$ cat config.mk
export PLATFORM = sky130hd
export DESIGN_NAME = cabp_port
export DESIGN_NICKNAME = d
export VERILOG_FILES = /design/src/design/cabp_port.v
export VERILOG_INCLUDE_DIRS = /design/src /design/src/design
export SDC_FILE = /design/constraint.sdc
export NUM_CORES = 1
export LEC_CHECK = 0
export ABC_AREA = 1
export BUFFER_PORTS_ARGS = -buffer_cell sky130_fd_sc_hd__buf_2
export CAP_MARGIN = 20
export CELL_PAD_IN_SITES_DETAIL_PLACEMENT = 1
export CELL_PAD_IN_SITES_GLOBAL_PLACEMENT = 1
export CORE_ASPECT_RATIO = 1.5
export CORE_MARGIN = 5
export CORE_UTILIZATION = 30
export CTS_BUF_LIST = sky130_fd_sc_hd__clkbuf_8
export CTS_CLUSTER_DIAMETER = 120
export DETAILED_ROUTE_END_ITERATION = 10
export GPL_ROUTABILITY_DRIVEN = 0
export GPL_TIMING_DRIVEN = 0
export PLACE_DENSITY = 0.76
export SLEW_MARGIN = 40
export SYNTH_ARGS = -nofsm -noshare
export SYNTH_HDL_FRONTEND = slang
export SYNTH_SLANG_ARGS = --single-unit
export TNS_END_PERCENT = 1
$ cat constraint.sdc
create_clock -name mclk -period 6.7 [get_ports mclk]
set_input_delay 1.34 -clock mclk [delete_from_list [all_inputs] [get_ports mclk]]
set_output_delay 1.34 -clock mclk [all_outputs]
set_load 0.02 [all_outputs]
$ cat src/design/cabp_regs.vh
/*
 * constants of the asynchronous bus address/data port: variant codes,
 * state codes, strobe levels and field positions.
 * assumes inclusion by cabp_port.v only.
 */
`ifndef CABP_REGS_VH
`define CABP_REGS_VH

// ==================================================
// variants
`define CABP_VAR_WORD      2'h0
`define CABP_VAR_SELECT    2'h1
`define CABP_VAR_BYTE_SML  2'h2
`define CABP_VAR_BYTE_LRG  2'h3

// ==================================================
// address widths per variant, counted as top bit index
`define CABP_ATOP_WIDE     5'h17
`define CABP_ATOP_SML      5'h13
`define CABP_ATOP_LRG      5'h15

// ==================================================
// interrupt level field on the address lines
`define CABP_LVL_LSB       1
`define CABP_LVL_MSB       3

// ==================================================
// edges the width strap needs to cross its synchroniser
`define CABP_STRAP_WAIT    2'h2

// ==================================================
// one-hot states
`define CABP_S_IDLE        5'h01
`define CABP_S_ADDR        5'h02
`define CABP_S_ASRT        5'h04
`define CABP_S_WAIT        5'h08
`define CABP_S_TERM        5'h10

// ==================================================
// reset values of pins
`define CABP_STRB_NEG      1'h1
`define CABP_RW_READ       1'h1

`endif

$ cat src/design/cabp_port.v
/*
 * cabp_port: address and data side of an asynchronous external bus master.
 * assumes a user that holds req until done pulses, a bus partner that
 * answers with transfer acknowledge, and a testbench resolving pin levels.
 */
// Function
// - drive three-state word address on 23 lines spanning 16 megabytes
// - present transfer address in all cycles except interrupt acknowledge
// - interrupt acknowledge: level on bits 1..3, higher lines driven high
// - 24-line variant drives bit 0 high during interrupt acknowledge
// - selectable variant in 16-bit mode holds address bit 0 high
// - byte-wide variant has 20-bit or 22-bit address
// - byte-wide acknowledge: level on bits 1..3, bit 0 and upper bits high
// - bidirectional three-state data bus, 16 or 8 bits, words or bytes
// - 8-bit mode moves data on low lanes only, upper lanes undefined
// - address-valid strobe asserted only while address is valid
// - read/write line marks each transfer as read or write
// - sequencing uses only strobes, read/write and transfer acknowledge
// - signals treated as asserted at active level, whatever polarity
// - 8-bit mode keeps upper strobe negated, lower strobe alone used
// - acknowledge latches read data and ends cycle; write just ends
`timescale 1ns/1ps
`include "cabp_regs.vh"

module cabp_port #(
	parameter [1:0] VARIANT = 2'h0
) (
	input  wire        mclk,
	input  wire        rst,
	input  wire        ce,
	input  wire        req,
	input  wire        req_read,
	input  wire        req_byte,
	input  wire        req_iack,
	input  wire [2:0]  req_level,
	input  wire [23:0] req_addr,
	input  wire [15:0] req_wdata,
	output reg         done,
	output reg  [15:0] rdata,
	output reg         narrow_mode,
	input  wire        mode_wide_pin,
	output reg  [23:0] word_address_lines,
	output reg  [23:0] word_address_lines_oe,
	input  wire [15:0] data_lines_i,
	output reg  [15:0] data_lines_o,
	output reg  [15:0] data_lines_oe,
	output reg         address_valid_strobe_n,
	output reg         address_valid_strobe_oe,
	output reg         read_write,
	output reg         read_write_oe,
	output reg         upper_byte_strobe_n,
	output reg         upper_byte_strobe_oe,
	output reg         lower_byte_strobe_n,
	output reg         lower_byte_strobe_oe,
	input  wire        transfer_acknowledge_n
);

// ==================================================
// variant decode
	localparam [4:0] ATOP = (VARIANT == `CABP_VAR_BYTE_SML) ? `CABP_ATOP_SML :
	                        (VARIANT == `CABP_VAR_BYTE_LRG) ? `CABP_ATOP_LRG : `CABP_ATOP_WIDE;
	localparam       BYTE_WIDE = (VARIANT == `CABP_VAR_BYTE_SML) || (VARIANT == `CABP_VAR_BYTE_LRG);
	localparam       HAS_A0 = (VARIANT != `CABP_VAR_WORD);

	// lines that exist on this variant
	function [23:0] line_mask;
		input dummy;
		integer i;
		begin
			line_mask = 24'h000000;
			for (i = 0; i < 24; i = i + 1) begin
				if (i <= ATOP && (i != 0 || HAS_A0))
					line_mask[i] = 1'b1;
			end
		end
	endfunction

	localparam [23:0] LINES = line_mask(1'b0);
	localparam [15:0] DMASK = BYTE_WIDE ? 16'h00ff : 16'hffff;

// ==================================================
// pin synchronisers
	reg        ack_s1_q;
	reg        ack_s2_q;
	reg [15:0] din_s1_q;
	reg [15:0] din_s2_q;
	reg        mode_s1_q;
	reg        mode_s2_q;
	reg        strap_done_q;
	reg [1:0]  strap_cnt_q;

	always @(posedge mclk or posedge rst) begin
		if (rst) begin
			ack_s1_q  <= `CABP_STRB_NEG;
			ack_s2_q  <= `CABP_STRB_NEG;
			din_s1_q  <= 16'h0000;
			din_s2_q  <= 16'h0000;
			mode_s1_q <= 1'b1;
			mode_s2_q <= 1'b1;
		end else if (ce) begin
			ack_s1_q  <= transfer_acknowledge_n;
			ack_s2_q  <= ack_s1_q;
			din_s1_q  <= data_lines_i;
			din_s2_q  <= din_s1_q;
			mode_s1_q <= mode_wide_pin;
			mode_s2_q <= mode_s1_q;
		end
	end

	wire ack_seen = ~ack_s2_q;

	// width strap is caught once after release, changes later are ignored
	// the synchroniser leaves reset at its idle level, so wait until the pin has crossed it
	always @(posedge mclk or posedge rst) begin
		if (rst) begin
			strap_cnt_q  <= 2'h0;
			strap_done_q <= 1'b0;
			narrow_mode  <= 1'b0;
		end else if (ce && !strap_done_q) begin
			if (strap_cnt_q == `CABP_STRAP_WAIT) begin
				strap_done_q <= 1'b1;
				narrow_mode  <= (VARIANT == `CABP_VAR_SELECT) ? ~mode_s2_q : BYTE_WIDE;
			end else begin
				strap_cnt_q <= strap_cnt_q + 2'h1;
			end
		end
	end

// ==================================================
// cycle set-up
	wire        lanes8 = narrow_mode;
	wire        is_byte = req_byte | req_iack | lanes8;
	wire        cyc_read = req_read | req_iack;
	reg  [23:0] addr_d;
	reg  [15:0] wdat_d;
	reg         ustb_d;
	reg         lstb_d;

	always @* begin
		addr_d = req_addr & LINES;
		if (req_iack) begin
			addr_d = LINES;
			addr_d[`CABP_LVL_MSB:`CABP_LVL_LSB] = req_level;
		end
		if (VARIANT == `CABP_VAR_SELECT && !lanes8)
			addr_d[0] = 1'b1;
		if (lanes8)
			wdat_d = {8'h00, req_wdata[7:0]};
		else if (is_byte)
			wdat_d = {req_wdata[7:0], req_wdata[7:0]};
		else
			wdat_d = req_wdata;
		if (lanes8) begin
			ustb_d = 1'b0;
			lstb_d = 1'b1;
		end else if (is_byte && !req_iack) begin
			ustb_d = ~req_addr[0];
			lstb_d = req_addr[0];
		end else begin
			ustb_d = ~req_iack;
			lstb_d = 1'b1;
		end
	end

// ==================================================
// bus sequencer
	reg [4:0] state_q;
	reg       ustb_q;
	reg       lstb_q;
	reg       byte_q;
	reg       hi_q;

	always @(posedge mclk or posedge rst) begin
		if (rst) begin
			state_q                 <= `CABP_S_IDLE;
			done                    <= 1'b0;
			rdata                   <= 16'h0000;
			word_address_lines      <= 24'h000000;
			word_address_lines_oe   <= 24'h000000;
			data_lines_o            <= 16'h0000;
			data_lines_oe           <= 16'h0000;
			address_valid_strobe_n  <= `CABP_STRB_NEG;
			address_valid_strobe_oe <= 1'b0;
			read_write              <= `CABP_RW_READ;
			read_write_oe           <= 1'b0;
			upper_byte_strobe_n     <= `CABP_STRB_NEG;
			upper_byte_strobe_oe    <= 1'b0;
			lower_byte_strobe_n     <= `CABP_STRB_NEG;
			lower_byte_strobe_oe    <= 1'b0;
			ustb_q                  <= 1'b0;
			lstb_q                  <= 1'b0;
			byte_q                  <= 1'b0;
			hi_q                    <= 1'b0;
		end else if (ce) begin
			done <= 1'b0;
			// sole master, so control and address lines are driven once out of reset, the upper strobe on the non-byte-wide variants only
			word_address_lines_oe   <= LINES;
			address_valid_strobe_oe <= 1'b1;
			read_write_oe           <= 1'b1;
			upper_byte_strobe_oe    <= ~BYTE_WIDE;
			lower_byte_strobe_oe    <= 1'b1;
			case (state_q)
				`CABP_S_IDLE: begin
					// wait for partner to release acknowledge
					if (req && strap_done_q && !ack_seen) begin
						word_address_lines <= addr_d;
						read_write         <= cyc_read;
						data_lines_o       <= wdat_d & DMASK;
						data_lines_oe      <= cyc_read ? 16'h0000 : (lanes8 ? 16'h00ff : 16'hffff) & DMASK;
						ustb_q             <= ustb_d & ~BYTE_WIDE;
						lstb_q             <= lstb_d;
						byte_q             <= is_byte;
						hi_q               <= ~lanes8 & is_byte & ~req_addr[0] & ~req_iack;
						state_q            <= `CABP_S_ADDR;
					end
				end
				`CABP_S_ADDR: begin
					address_valid_strobe_n <= 1'b0;
					state_q                <= `CABP_S_ASRT;
				end
				`CABP_S_ASRT: begin
					upper_byte_strobe_n <= ~ustb_q;
					lower_byte_strobe_n <= ~lstb_q;
					state_q             <= `CABP_S_WAIT;
				end
				`CABP_S_WAIT: begin
					if (ack_seen) begin
						if (read_write) begin
							if (!byte_q)
								rdata <= din_s2_q;
							else if (hi_q)
								rdata <= {8'h00, din_s2_q[15:8]};
							else
								rdata <= {8'h00, din_s2_q[7:0]};
						end
						address_valid_strobe_n <= `CABP_STRB_NEG;
						upper_byte_strobe_n    <= `CABP_STRB_NEG;
						lower_byte_strobe_n    <= `CABP_STRB_NEG;
						data_lines_oe          <= 16'h0000;
						done                   <= 1'b1;
						state_q                <= `CABP_S_TERM;
					end
				end
				`CABP_S_TERM: begin
					// one idle cycle with strobes negated before the next request
					state_q <= `CABP_S_IDLE;
				end
				default: begin
					state_q <= `CABP_S_IDLE;
				end
			endcase
		end
	end

endmodule // cabp_port

# ---- Yosys cells after proc, flatten, opt, wreduce, memory -nomap -nowiden
# Index checks and enable logic that the tools add are counted.
dict set report totals {
  register_bits 125
  out_inout_bits 106
  word_cells 76
  in_bits 68
}
dict set report classes {
  addsub 1
  muxes 19
  n_bitwise 10
  eq_ne 7
  n_reduce_logical 17
}
# cell count
set op_table {}
lappend op_table {{$mux W16} 5}
lappend op_table {{$pmux W16 S2} 1}
lappend op_table {{$mux W24} 1}
lappend op_table {{$pmux W5 S4} 1}
lappend op_table {{$reduce_and A3 Y1} 4}
lappend op_table {{$mux W5} 2}
lappend op_table {{$mux W8} 1}
lappend op_table {{$reduce_and A4 Y1} 2}
lappend op_table {{$not A1 Y1} 6}
lappend op_table {{$pmux W1 S2} 3}
lappend op_table {{$reduce_bool A2 Y1} 3}
lappend op_table {{$eq A5 B1 Y1 const B} 1}
lappend op_table {{$eq A5 B2 Y1 const B} 1}
lappend op_table {{$eq A5 B3 Y1 const B} 1}
lappend op_table {{$eq A5 B4 Y1 const B} 1}
lappend op_table {{$mux W1} 5}
lappend op_table {{$logic_and A1 B1 Y1} 4}
lappend op_table {{$ne A2 B2 Y1 const B} 2}
lappend op_table {{$reduce_and A2 Y1} 2}
lappend op_table {{$add A2 B1 Y2 const B} 1}
lappend op_table {{$and A1 B1 Y1} 2}
lappend op_table {{$eq A2 B2 Y1 const B} 1}
lappend op_table {{$logic_not A1 Y1} 2}
lappend op_table {{$or A1 B1 Y1} 2}

# ---- Longest topological paths before layout
# Gate-level depths: netlist of the first run.
dict set report depth {
  ltp_word 4
  mapped_depth 8
}

# ---- Worst setup path before layout of the first run
# Ideal clock, no wire load.
dict set report synth_path {
  path_kind {flip-flop to output port}
  startpoint {register lower_byte_strobe_oe}
  endpoint {output port lower_byte_strobe_oe}
  path_buffers 1
  stages_incl_launch_ff 2
  slack_ns 4.290
  arrival_ns 1.070
  required_ns 5.360
  path_cell_list {dfrtp_1 buf_4}
}
# item line_no
set synth_rtl {}
lappend synth_rtl {{from (decl)} cabp_port.v:54} ;# output reg lower_byte_strobe_oe,
lappend synth_rtl {{from (signal assigned)} cabp_port.v:189} ;# lower_byte_strobe_oe <= 1'b0;
lappend synth_rtl {{from (signal assigned)} cabp_port.v:201} ;# lower_byte_strobe_oe <= 1'b1;
# No word-level cell between the ends.

==> summary.md, run 1 <==
| Metric | Value |
|---|---|
| Pwr Density | 368 nW/µm² |
| Vias/cell | 4.42 |
| EDFF count, synth | 0 |
| Slew Viols, Final | 0 |
| Pre-antenna DRT Iters | 4 |
| Status | finished clean |
| Tmin final | 2.72 ns |
| Netlist cell types | 31 |
| Worst skew pair latency | 0.37 ns |
| Top-area cell type share of the netlist area | 51.4% |
| Placeable Area | 16,200 µm² |
| Fraction of layout cells with a size suffix above 1 | 36.8% |
| Total Routed Length | 13,600 µm |
| Die height | 167 µm |
| Post-synth top area cell | dfrtp_1 |
| Hold Path Depth | 2 |
| Synthesized area | 4920 µm² |
| Max FO, Critical Path | 17 |
| Worst setup margin | 3.98 ns |
| Routed wire per std cell | 14.4 µm |
| Sink Count | 108 |
| Grt total ovfl | 0 |
| Mean Syn Cell Area | 8.91 µm² |
| Maximum number of pins on one net before global-route repair | 60 |
| Synth area leaders | dfrtp_1, nand2_1, buf_4 |
| CTS tree | done |
| Critical Path Sink Type | output pin |
| Drt initial violations | 137 |
| Most frequent cell after synthesis | nand2_1 |
| Area growth from synthesis to layout | 26.9% |
| Initial antenna violation count | 0 |
| Worst Setup Start Kind | flop |
| Row count | 57 |
| CTS clk-pin slew, worst paths | 0.09 ns |
| Synth Instances | 552 |
| Die W | 115 µm |
| Diodes inserted | 0 |
| Warnings, synthesis | 0 |
| Ys flop type | dfrtp_1 |
| I/O Buffers | 167 |
| First-pass GRT wire length | 22,400 µm |
| Worst vdd ir | 0.159 mV |
| Total I/O pin count | 174 |
| Worst path arrival time | 1.38 ns |
| Max Root-Sink Buffers | 2 |
| GRT Total Usage | 14.6% |
| Total negative setup slack | 0 ns |
| Final setup fails | 0 |
| CTS buffer count | 9 |
| Clk_skew | 0.0173 ns |
| Root buffer cell | clkbuf_8 |
| RSZ-0062 raised after global routing | no |
| Post-DRT Antenna Nets | 0 |
| Fin crit share | 40.6% |
| Register area share after synthesis | 55.1% |
| Setup Buffers After CTS | 0 |
| Critical path required time | 5.36 ns |
| Hold_buf cts | 0 |
| Hold crit path type | flop to flop |
| Worst Max-Slew Pin Slew | 0.546 ns |
| # nets final | 802 |
| Hold Vio Cnt, Final | 0 |
| Lkg Pwr | 3.39 nW |
| Vias in the first global route | 4,503 |
| Fmax | 0.368 GHz |
| # H-tree levels | 3 |
| Post-CTS sizing | 0 |
| Async set-reset flop share out of synthesis | 100% |
| Crit Path Class | flop to output pin |
| Commonest cells post-synth | nand2_1, dfrtp_1, o21ai_0 |
| Number of vias in the routed layout | 4,166 |
| Flops & latches, synth | 108 |
| Dpl ws | 4.14 ns |
| Max-cap violations | 0 |
| R2R depth | 6 |
| Relative slew margins | 63.6% |
| DR DRC count | 0 |
| HPWL after DPL | 10,700 µm |
| Initial core utilization | 30.4% |
| Die Area | 19,100 µm² |
[per-layer routing]
layer	GRT usage, %	share of wire (%)	up-vias
met1	15.9	38	1976
met5	0	0	-
li1	-	-	2045
met3	3.99	7.5	19
met4	5.22	2.1	0
met2	26.7	53	126
[final timing paths]
| check | startpoint | endpoint | slack (ns) |
|---|---|---|---|
| max | data_lines_oe[14] | data_lines_oe[4] | 3.98 |
| max in group asynchronous | rst | address_valid_strobe_n | 5.07 |
| max reg2reg | state_q[0] | data_lines_o[14] | 5.07 |
| min | lower_byte_strobe_n | lower_byte_strobe_n | 0.47 |
| min in group asynchronous | rst | word_address_lines[6] | 0.95 |
| min reg2reg | lower_byte_strobe_n | lower_byte_strobe_n | 0.47 |
[worst max-delay path, cell delays in order, from the launching register on]
cell	delay, ns
dfrtp_1	0.67
buf_4	0.19
buf_2	0.15
[layout by cell type (no fill, tap or decap), types with 3 or more instances in the layout]
master / count
buf_2: 171
buf_4: 45
buf_6: 6
clkbuf_1: 11
clkbuf_8: 10
conb_1: 3
dfrtp_1: 100
dfstp_2: 7
inv_1: 39
mux2i_1: 8
nand2_1: 180
nand3_1: 7
nand4_1: 3
nor2_1: 27
nor2_2: 5
o21ai_0: 51
o21ai_1: 30
o21ai_2: 12
[report_power, final]
part	internal, W	switching [W]
registers	0.000857	0.000126
clock network	0.000178	0.000216
logic	0.000334	0.000589
total	0.00137	0.000931
[registers in the layout, summed over array words and instances (netlist names)]
register / flops
upper_byte_strobe_n: 1
rdata: 16
lower_byte_strobe_n: 1
ustb_q: 1
ack_s1_q: 1
word_address_lines: 23
state_q: 5
hi_q: 1
address_valid_strobe_n: 1
strap_cnt_q: 2
read_write: 1
byte_q: 1
done: 1
data_lines_oe: 1
din_s1_q: 16
lstb_q: 1
ack_s2_q: 1
din_s2_q: 16
strap_done_q: 1
data_lines_o: 16
lower_byte_strobe_oe: 1
[cell type report]
type / instances / area [µm²]
sequential: 108 / 2710
fill: 2017 / 9940
clock buffer: 10 / 138
inverter: 39 / 154
multi-input combinational: 339 / 1600
buffer: 68 / 475
timing repair buffer: 168 / 863
tap: 206 / 258
clock inverter: 5 / 48.8
[per-stage QoR]
step | instance area (µm²) | util, % | instances | hold WS, ns | total power (W)
floorplan | 4930 | - | 554 | 0.442 | 0.00159
global placement | 6020 | 37.2 | 927 | 0.448 | 0.00191
detailed placement | 6060 | 37.4 | 928 | 0.461 | 0.00194
CTS | 6240 | 38.6 | 943 | 0.474 | 0.00234
global route | 6240 | 38.6 | 943 | 0.494 | 0.00247
finish | 6240 | 38.6 | 943 | 0.467 | 0.00230
[kinds of logic after synthesis]
family	share of synthesized area, %
xor gates and xnor gates	0.178
muxes	1.63
DFF	55.1
buffers and inverters	12.6
and+or+nand+nor	19.7
adders and majority gates	0.254
AOI/OAI and AO/OA	10.5
other	0.0762
Note: power is estimated with default switching activity, not from simulation.
==> run 2, diff against run 1 <==
ABC_AREA = 0   (was 1)
PLACE_DENSITY = 0.74   (was 0.76)
clock period = 2.84 ns   (was 6.7 ns; I/O delays follow)
==> summary.md, run 2 <==
| Metric | Value |
|---|---|
| Status | finished clean |
| Worst Setup Start Kind | flop |
| Seq pwr share | 43.7% |
| Fin crit share | 76.5% |
| Pwr Density | 828 nW/µm² |
| Max FO, Critical Path | 10 |
| Placeable Area | 15,600 µm² |
| Flops & latches, synth | 108 |
| Most frequent cells in the layout | buf_2, nand2_1, dfrtp_1 |
| Warnings, synthesis | 0 |
| Top-area cell type share of the netlist area | 53.0% |
| Util after Layout | 39.7% |
| Initial core utilization | 30.5% |
| GRT Total Usage | 14.1% |
| Worst vdd ir | 0.368 mV |
| Slew Viols, Final | 0 |
| Internal Power | 0.00314 W |
| Post-route insts no fill | 836 |
| Switch share | 38.8% |
| Worst Max-Slew Pin Slew | 0.736 ns |
| Ys flop type | dfrtp_1 |
| Relative slew margins | 51.0% |
| Register Area | 2710 µm² |
| Switching pwr | 0.00199 W |
| Post-CTS sizing | 0 |
| First-pass GRT wire length | 21,200 µm |
| Clock power frac | 19.1% |
| Number of vias in the routed layout | 3,764 |
| Crit Path Class | flop to flop |
| CTS tree | done |
| Diodes inserted | 0 |
| Mean Syn Cell Area | 10.8 µm² |
| Max reg flops | 23 |
| Final setup fails | 0 |
| Sink Count | 108 |
| Die W | 113 µm |
| CTS clk-pin slew, worst paths | 0.11 ns |
| Fmax | 0.461 GHz |
| # nets final | 697 |
| Initial antenna violation count | 0 |
| Die Area | 18,600 µm² |
| Critical path required time | 3.14 ns |
| Async set-reset flop share out of synthesis | 100% |
| Total negative setup slack | 0 ns |
| Root buffer cell | clkbuf_8 |
| Pre-antenna DRT Iters | 4 |
| Synth area leaders | dfrtp_1, nand2_1, mux2_2 |
| Max Root-Sink Buffers | 2 |
| Fraction of layout cells with a size suffix above 1 | 45.2% |
| Hold Vio Cnt, Final | 0 |
| Tmin final | 2.17 ns |
| Critical Path Sink Type | flop |
| Reg with most FFs | word_address_lines |
| Setup Buffers After CTS | 0 |
| Total I/O pin count | 174 |
| Grt total ovfl | 0 |
| Routed wire per std cell | 15.6 µm |
| Placed Instance Area | 5990 µm² |
| Most frequent cell after synthesis | nand2_1 |
| Area of the multi-input gates | 1620 µm² |
| CTS buffer count | 9 |
| Combinational share of power | 37.2% |
| Worst path arrival time | 2.48 ns |
| Register area share after synthesis | 56.9% |
| Fillers | 1,809 |
| Placed cell count | 820 |
| Maximum number of pins on one net before global-route repair | 29 |
| Row count | 56 |
| Synthesized area | 4770 µm² |
| Design Area, Final | 6210 µm² |
| DR DRC count | 0 |
| # H-tree levels | 3 |
| Worst skew pair latency | 0.37 ns |
| Max-cap violations | 0 |
| Vias in the first global route | 4,133 |
| Commonest cells post-synth | nand2_1, dfrtp_1, o21ai_0 |
| Total Routed Length | 13,100 µm |
| Synth Instances | 443 |
| Commonest non-fill, non-tap cell in the layout | buf_2 |
| HPWL after DPL | 10,700 µm |
| I/O Buffers | 167 |
| Vias/cell | 4.50 |
| Drt initial violations | 104 |
| Netlist cell types | 37 |
| EDFF count, synth | 0 |
| Hold crit path type | input port to async pin |
| Die height | 164 µm |
| Post-DRT Antenna Nets | 0 |
| Lkg Pwr | 3.19 nW |
| Hold_buf cts | 0 |
| Area growth from synthesis to layout | 30.2% |
| RSZ-0062 raised after global routing | no |
| Post-synth top area cell | dfrtp_1 |
| Clk_skew | 0.0113 ns |
| R2R depth | 5 |
==> run 2: changes by cell type in the layout (fill, tap and decap cells not counted), sizes merged, moves of 9 or more <==
cell and change:
o21ai -38, mux2 +34, nand2b +9, mux2i +13
inv -36, nand2 -78, nor2 -28
==> run 2: path summary, 6_finish.rpt <==
check	startpoint	end	slack [ns]
max	state_q[1]	word_address_lines[23]	0.67
min	rst	word_address_lines[10]	0.16
max in group asynchronous	rst	din_s1_q[10]	1.95
min in group mclk	req_wdata[0]	data_lines_o[0]	0.41
max reg2reg	state_q[1]	word_address_lines[23]	0.67
min reg2reg	word_address_lines[8]	word_address_lines[8]	0.47
==> run 2: logic make-up (layout without fill, tap and decap cells) <==
logic type	Yosys count	count (layout)	share of synthesized area, %
AO/OA/AOI/OAI	71	71	8.34
flip-flops	108	108	56.9
multiplexers	55	55	12.4
adder cells (fa/ha/maj)	1	1	0.262
XOR/XNOR	2	2	0.367
other	1	3	0.0786
buffers and inverters	71	259	9.47
AND/OR/NAND/NOR	134	134	12.2
==> run 2: metal layers <==
metal | GRT usage (%) | share of wire [%]
met2 | 26.9 | 55
met1 | 15.5 | 37
met3 | 3.78 | 6.6
met5 | 0 | 0
met4 | 3.44 | 1.2
==> run 2: critical path, stage by stage, from the launching register on <==
cell      delay [ns]
dfrtp_1         0.49
or3_1           0.43
nor4b_2         0.58
clkbuf_1        0.35
o21ai_0         0.17
nand2_1         0.10
==> run 2: layout make-up <==
type | count | area share, %
buffer | 67 | 7.03
clock buffer | 9 | 2.00
clock inverter | 7 | 1.33
inverter | 4 | 0.302
multi-input combinational | 266 | 26.1
sequential | 108 | 43.7
tap | 203 | 4.09
timing repair buffer | 172 | 15.4
==> run 2: stage by stage <==
stage,total power (W),hold WS [ns],worst slack [ns]
6_report,0.00514,0.158,0.669
3_5_place_dp,0.00423,0.451,0.452
2_1_floorplan,0.00347,0.445,0.942
3_3_place_gp,0.00411,0.446,0.258
5_1_grt,0.00550,0.139,0.460
4_1_cts,0.00523,0.142,0.553
==> run 2: power groups by stage <==
stage	clock [W]	sequential, W	combinational (W)
after floorplan	0	0.00259	0.000874
after global placement	0	0.00225	0.00186
after detailed placement	0	0.00228	0.00195
after CTS	0.00102	0.00226	0.00195
after global routing	0.00109	0.00231	0.00209
final	0.000982	0.00224	0.00191
==> run 3, diff against run 2 <==
PLACE_DENSITY = 0.77   (was 0.74)
clock period = 1.9 ns   (was 2.84 ns; I/O delays follow)
==> summary.md, run 3 (synthesized netlist as in run 2, its figures left out) <==
| Metric | Value |
|---|---|
| R2R depth | 6 |
| Diodes inserted | 0 |
| Fin crit share | 104% |
| Worst path arrival time | 2.23 ns |
| Vias/cell | 4.49 |
| Clk_skew | 0.0102 ns |
| Total Routed Length | 14,000 µm |
| Hold_buf cts | 0 |
| Util after Layout | 41.7% |
| Fillers | 1,800 |
| GRT Total Usage | 14.8% |
| Hold Vio Cnt, Final | 0 |
| Max FO, Critical Path | 7 |
| CTS clk-pin slew, worst paths | 0.11 ns |
| Worst skew pair latency | 0.36 ns |
| Relative slew margins | 57.5% |
| CTS buffer count | 9 |
| Final hold slack | 0.0454 ns |
| Commonest non-fill, non-tap cell in the layout | buf_2 |
| Die Area | 18,600 µm² |
| Final setup fails | 33 |
| Fmax | 0.507 GHz |
| Worst setup margin | -0.0722 ns |
| Placeable Area | 15,600 µm² |
| Sink Count | 108 |
| Reg with most FFs | word_address_lines |
| Critical path required time | 2.16 ns |
| Register Area | 2720 µm² |
| Fraction of layout cells with a size suffix above 1 | 52.6% |
| Slew Viols, Final | 0 |
| Status | finished, violations left |
| Max Root-Sink Buffers | 2 |
| Grt total ovfl | 0 |
| Drt initial violations | 117 |
| Failing checks | setup timing |
| Max reg flops | 23 |
| I/O Buffers | 167 |
| Design Area, Final | 6520 µm² |
| Hold crit path type | input port to async pin |
| Placed cell count | 820 |
| Crit Path Class | flop to flop |
| Max-cap violations | 0 |
| # H-tree levels | 3 |
| Post-DRT Antenna Nets | 0 |
| Pwr Density | 1240 nW/µm² |
| Die W | 113 µm |
| Worst Setup Start Kind | flop |
| HPWL after DPL | 11,100 µm |
| CTS tree | done |
| Tmin final | 1.97 ns |
| Lkg Pwr | 3.32 nW |
| Post-route insts no fill | 847 |
| Initial core utilization | 30.5% |
| Most frequent cells in the layout | buf_2, dfrtp_1, nand2_1 |
| Row count | 56 |
| Worst Max-Slew Pin Slew | 0.637 ns |
| Critical Path Sink Type | flop |
| DR DRC count | 0 |
| Pre-antenna DRT Iters | 4 |
| RSZ-0062 raised after global routing | yes |
| Number of vias in the routed layout | 3,801 |
| Routed wire per std cell | 16.5 µm |
| Placed Instance Area | 6000 µm² |
| Area of the multi-input gates | 1750 µm² |
| First-pass GRT wire length | 22,000 µm |
| Area growth from synthesis to layout | 36.8% |
| Initial antenna violation count | 0 |
| Worst vdd ir | 0.567 mV |
| Vias in the first global route | 4,295 |
| Total I/O pin count | 174 |
| Die height | 164 µm |
| # nets final | 708 |
| Total power | 0.00808 W |
| Maximum number of pins on one net before global-route repair | 29 |
| Root buffer cell | clkbuf_8 |
## run 3: cell count changes in the layout (fill, tap and decap cells not counted), sizes merged
| cell | change |
|---|---|
| clkinv | +1 |
| clkbuf | +3 |
| inv | -1 |
| buf | +8 |
## run 3: final timing paths
path                                      from  slack, ns                      to
worst max-delay path                state_q[1]      -0.07         data_lines_o[0]
worst min-delay path                       rst       0.05   word_address_lines[4]
worst max register to register      state_q[1]      -0.07         data_lines_o[0]
worst min register to register  strap_cnt_q[0]       0.48          strap_cnt_q[0]
max in group asynchronous                  rst       1.02             din_s2_q[1]
min in group mclk                 req_addr[19]       0.23  word_address_lines[19]
## run 3: area by class of cell
| type | instances | area share [%] |
|---|---|---|
| timing repair buffer | 183 | 16.8 |
| multi-input combinational | 266 | 26.8 |
| inverter | 4 | 0.288 |
| clock buffer | 9 | 1.90 |
| tap | 203 | 3.89 |
| clock inverter | 7 | 1.29 |
| buffer | 67 | 7.43 |
| sequential | 108 | 41.6 |
## run 3: stage by stage
stage	setup WS [ns]	setup TNS (ns)
after floorplan	0.0251	0
after global placement	-0.472	-59.99
after detailed placement	-0.419	-18.68
after CTS	-0.150	-3.85
after global routing	-0.126	-4.13
final	-0.0722	-1.19
## run 3: critical path, cell delays in order, from the launching register on
cell and delay, ns:
dfrtp_2 0.44, or3_4 0.41, or4b_4 0.55, buf_12 0.18
clkbuf_16 0.16, nand2_2 0.06, nand2_1 0.05
## run 3: routing by layer
metal  up-vias  GRT usage, %  routed length, µm
li1       1835             -                  -
met1      1841          16.1               5060
met2       115          28.6               7930
met3        10          3.56                885
met4         0          3.39                113
met5         -             0                  0
## run 3: power by group
part | total [W] | internal [W] | switching (W)
logic | 0.00322 | 0.00133 | 0.00189
clock network | 0.00146 | 0.000631 | 0.000829
registers | 0.00341 | 0.00294 | 0.000462
## run 3: repair_timing
item	CTS	global route
setup endpoints to repair	93	64
gates cloned	0	3
hold endpoints to repair	0	0
resized for setup	17	51
pin swaps	0	23
buffers inserted	1	7
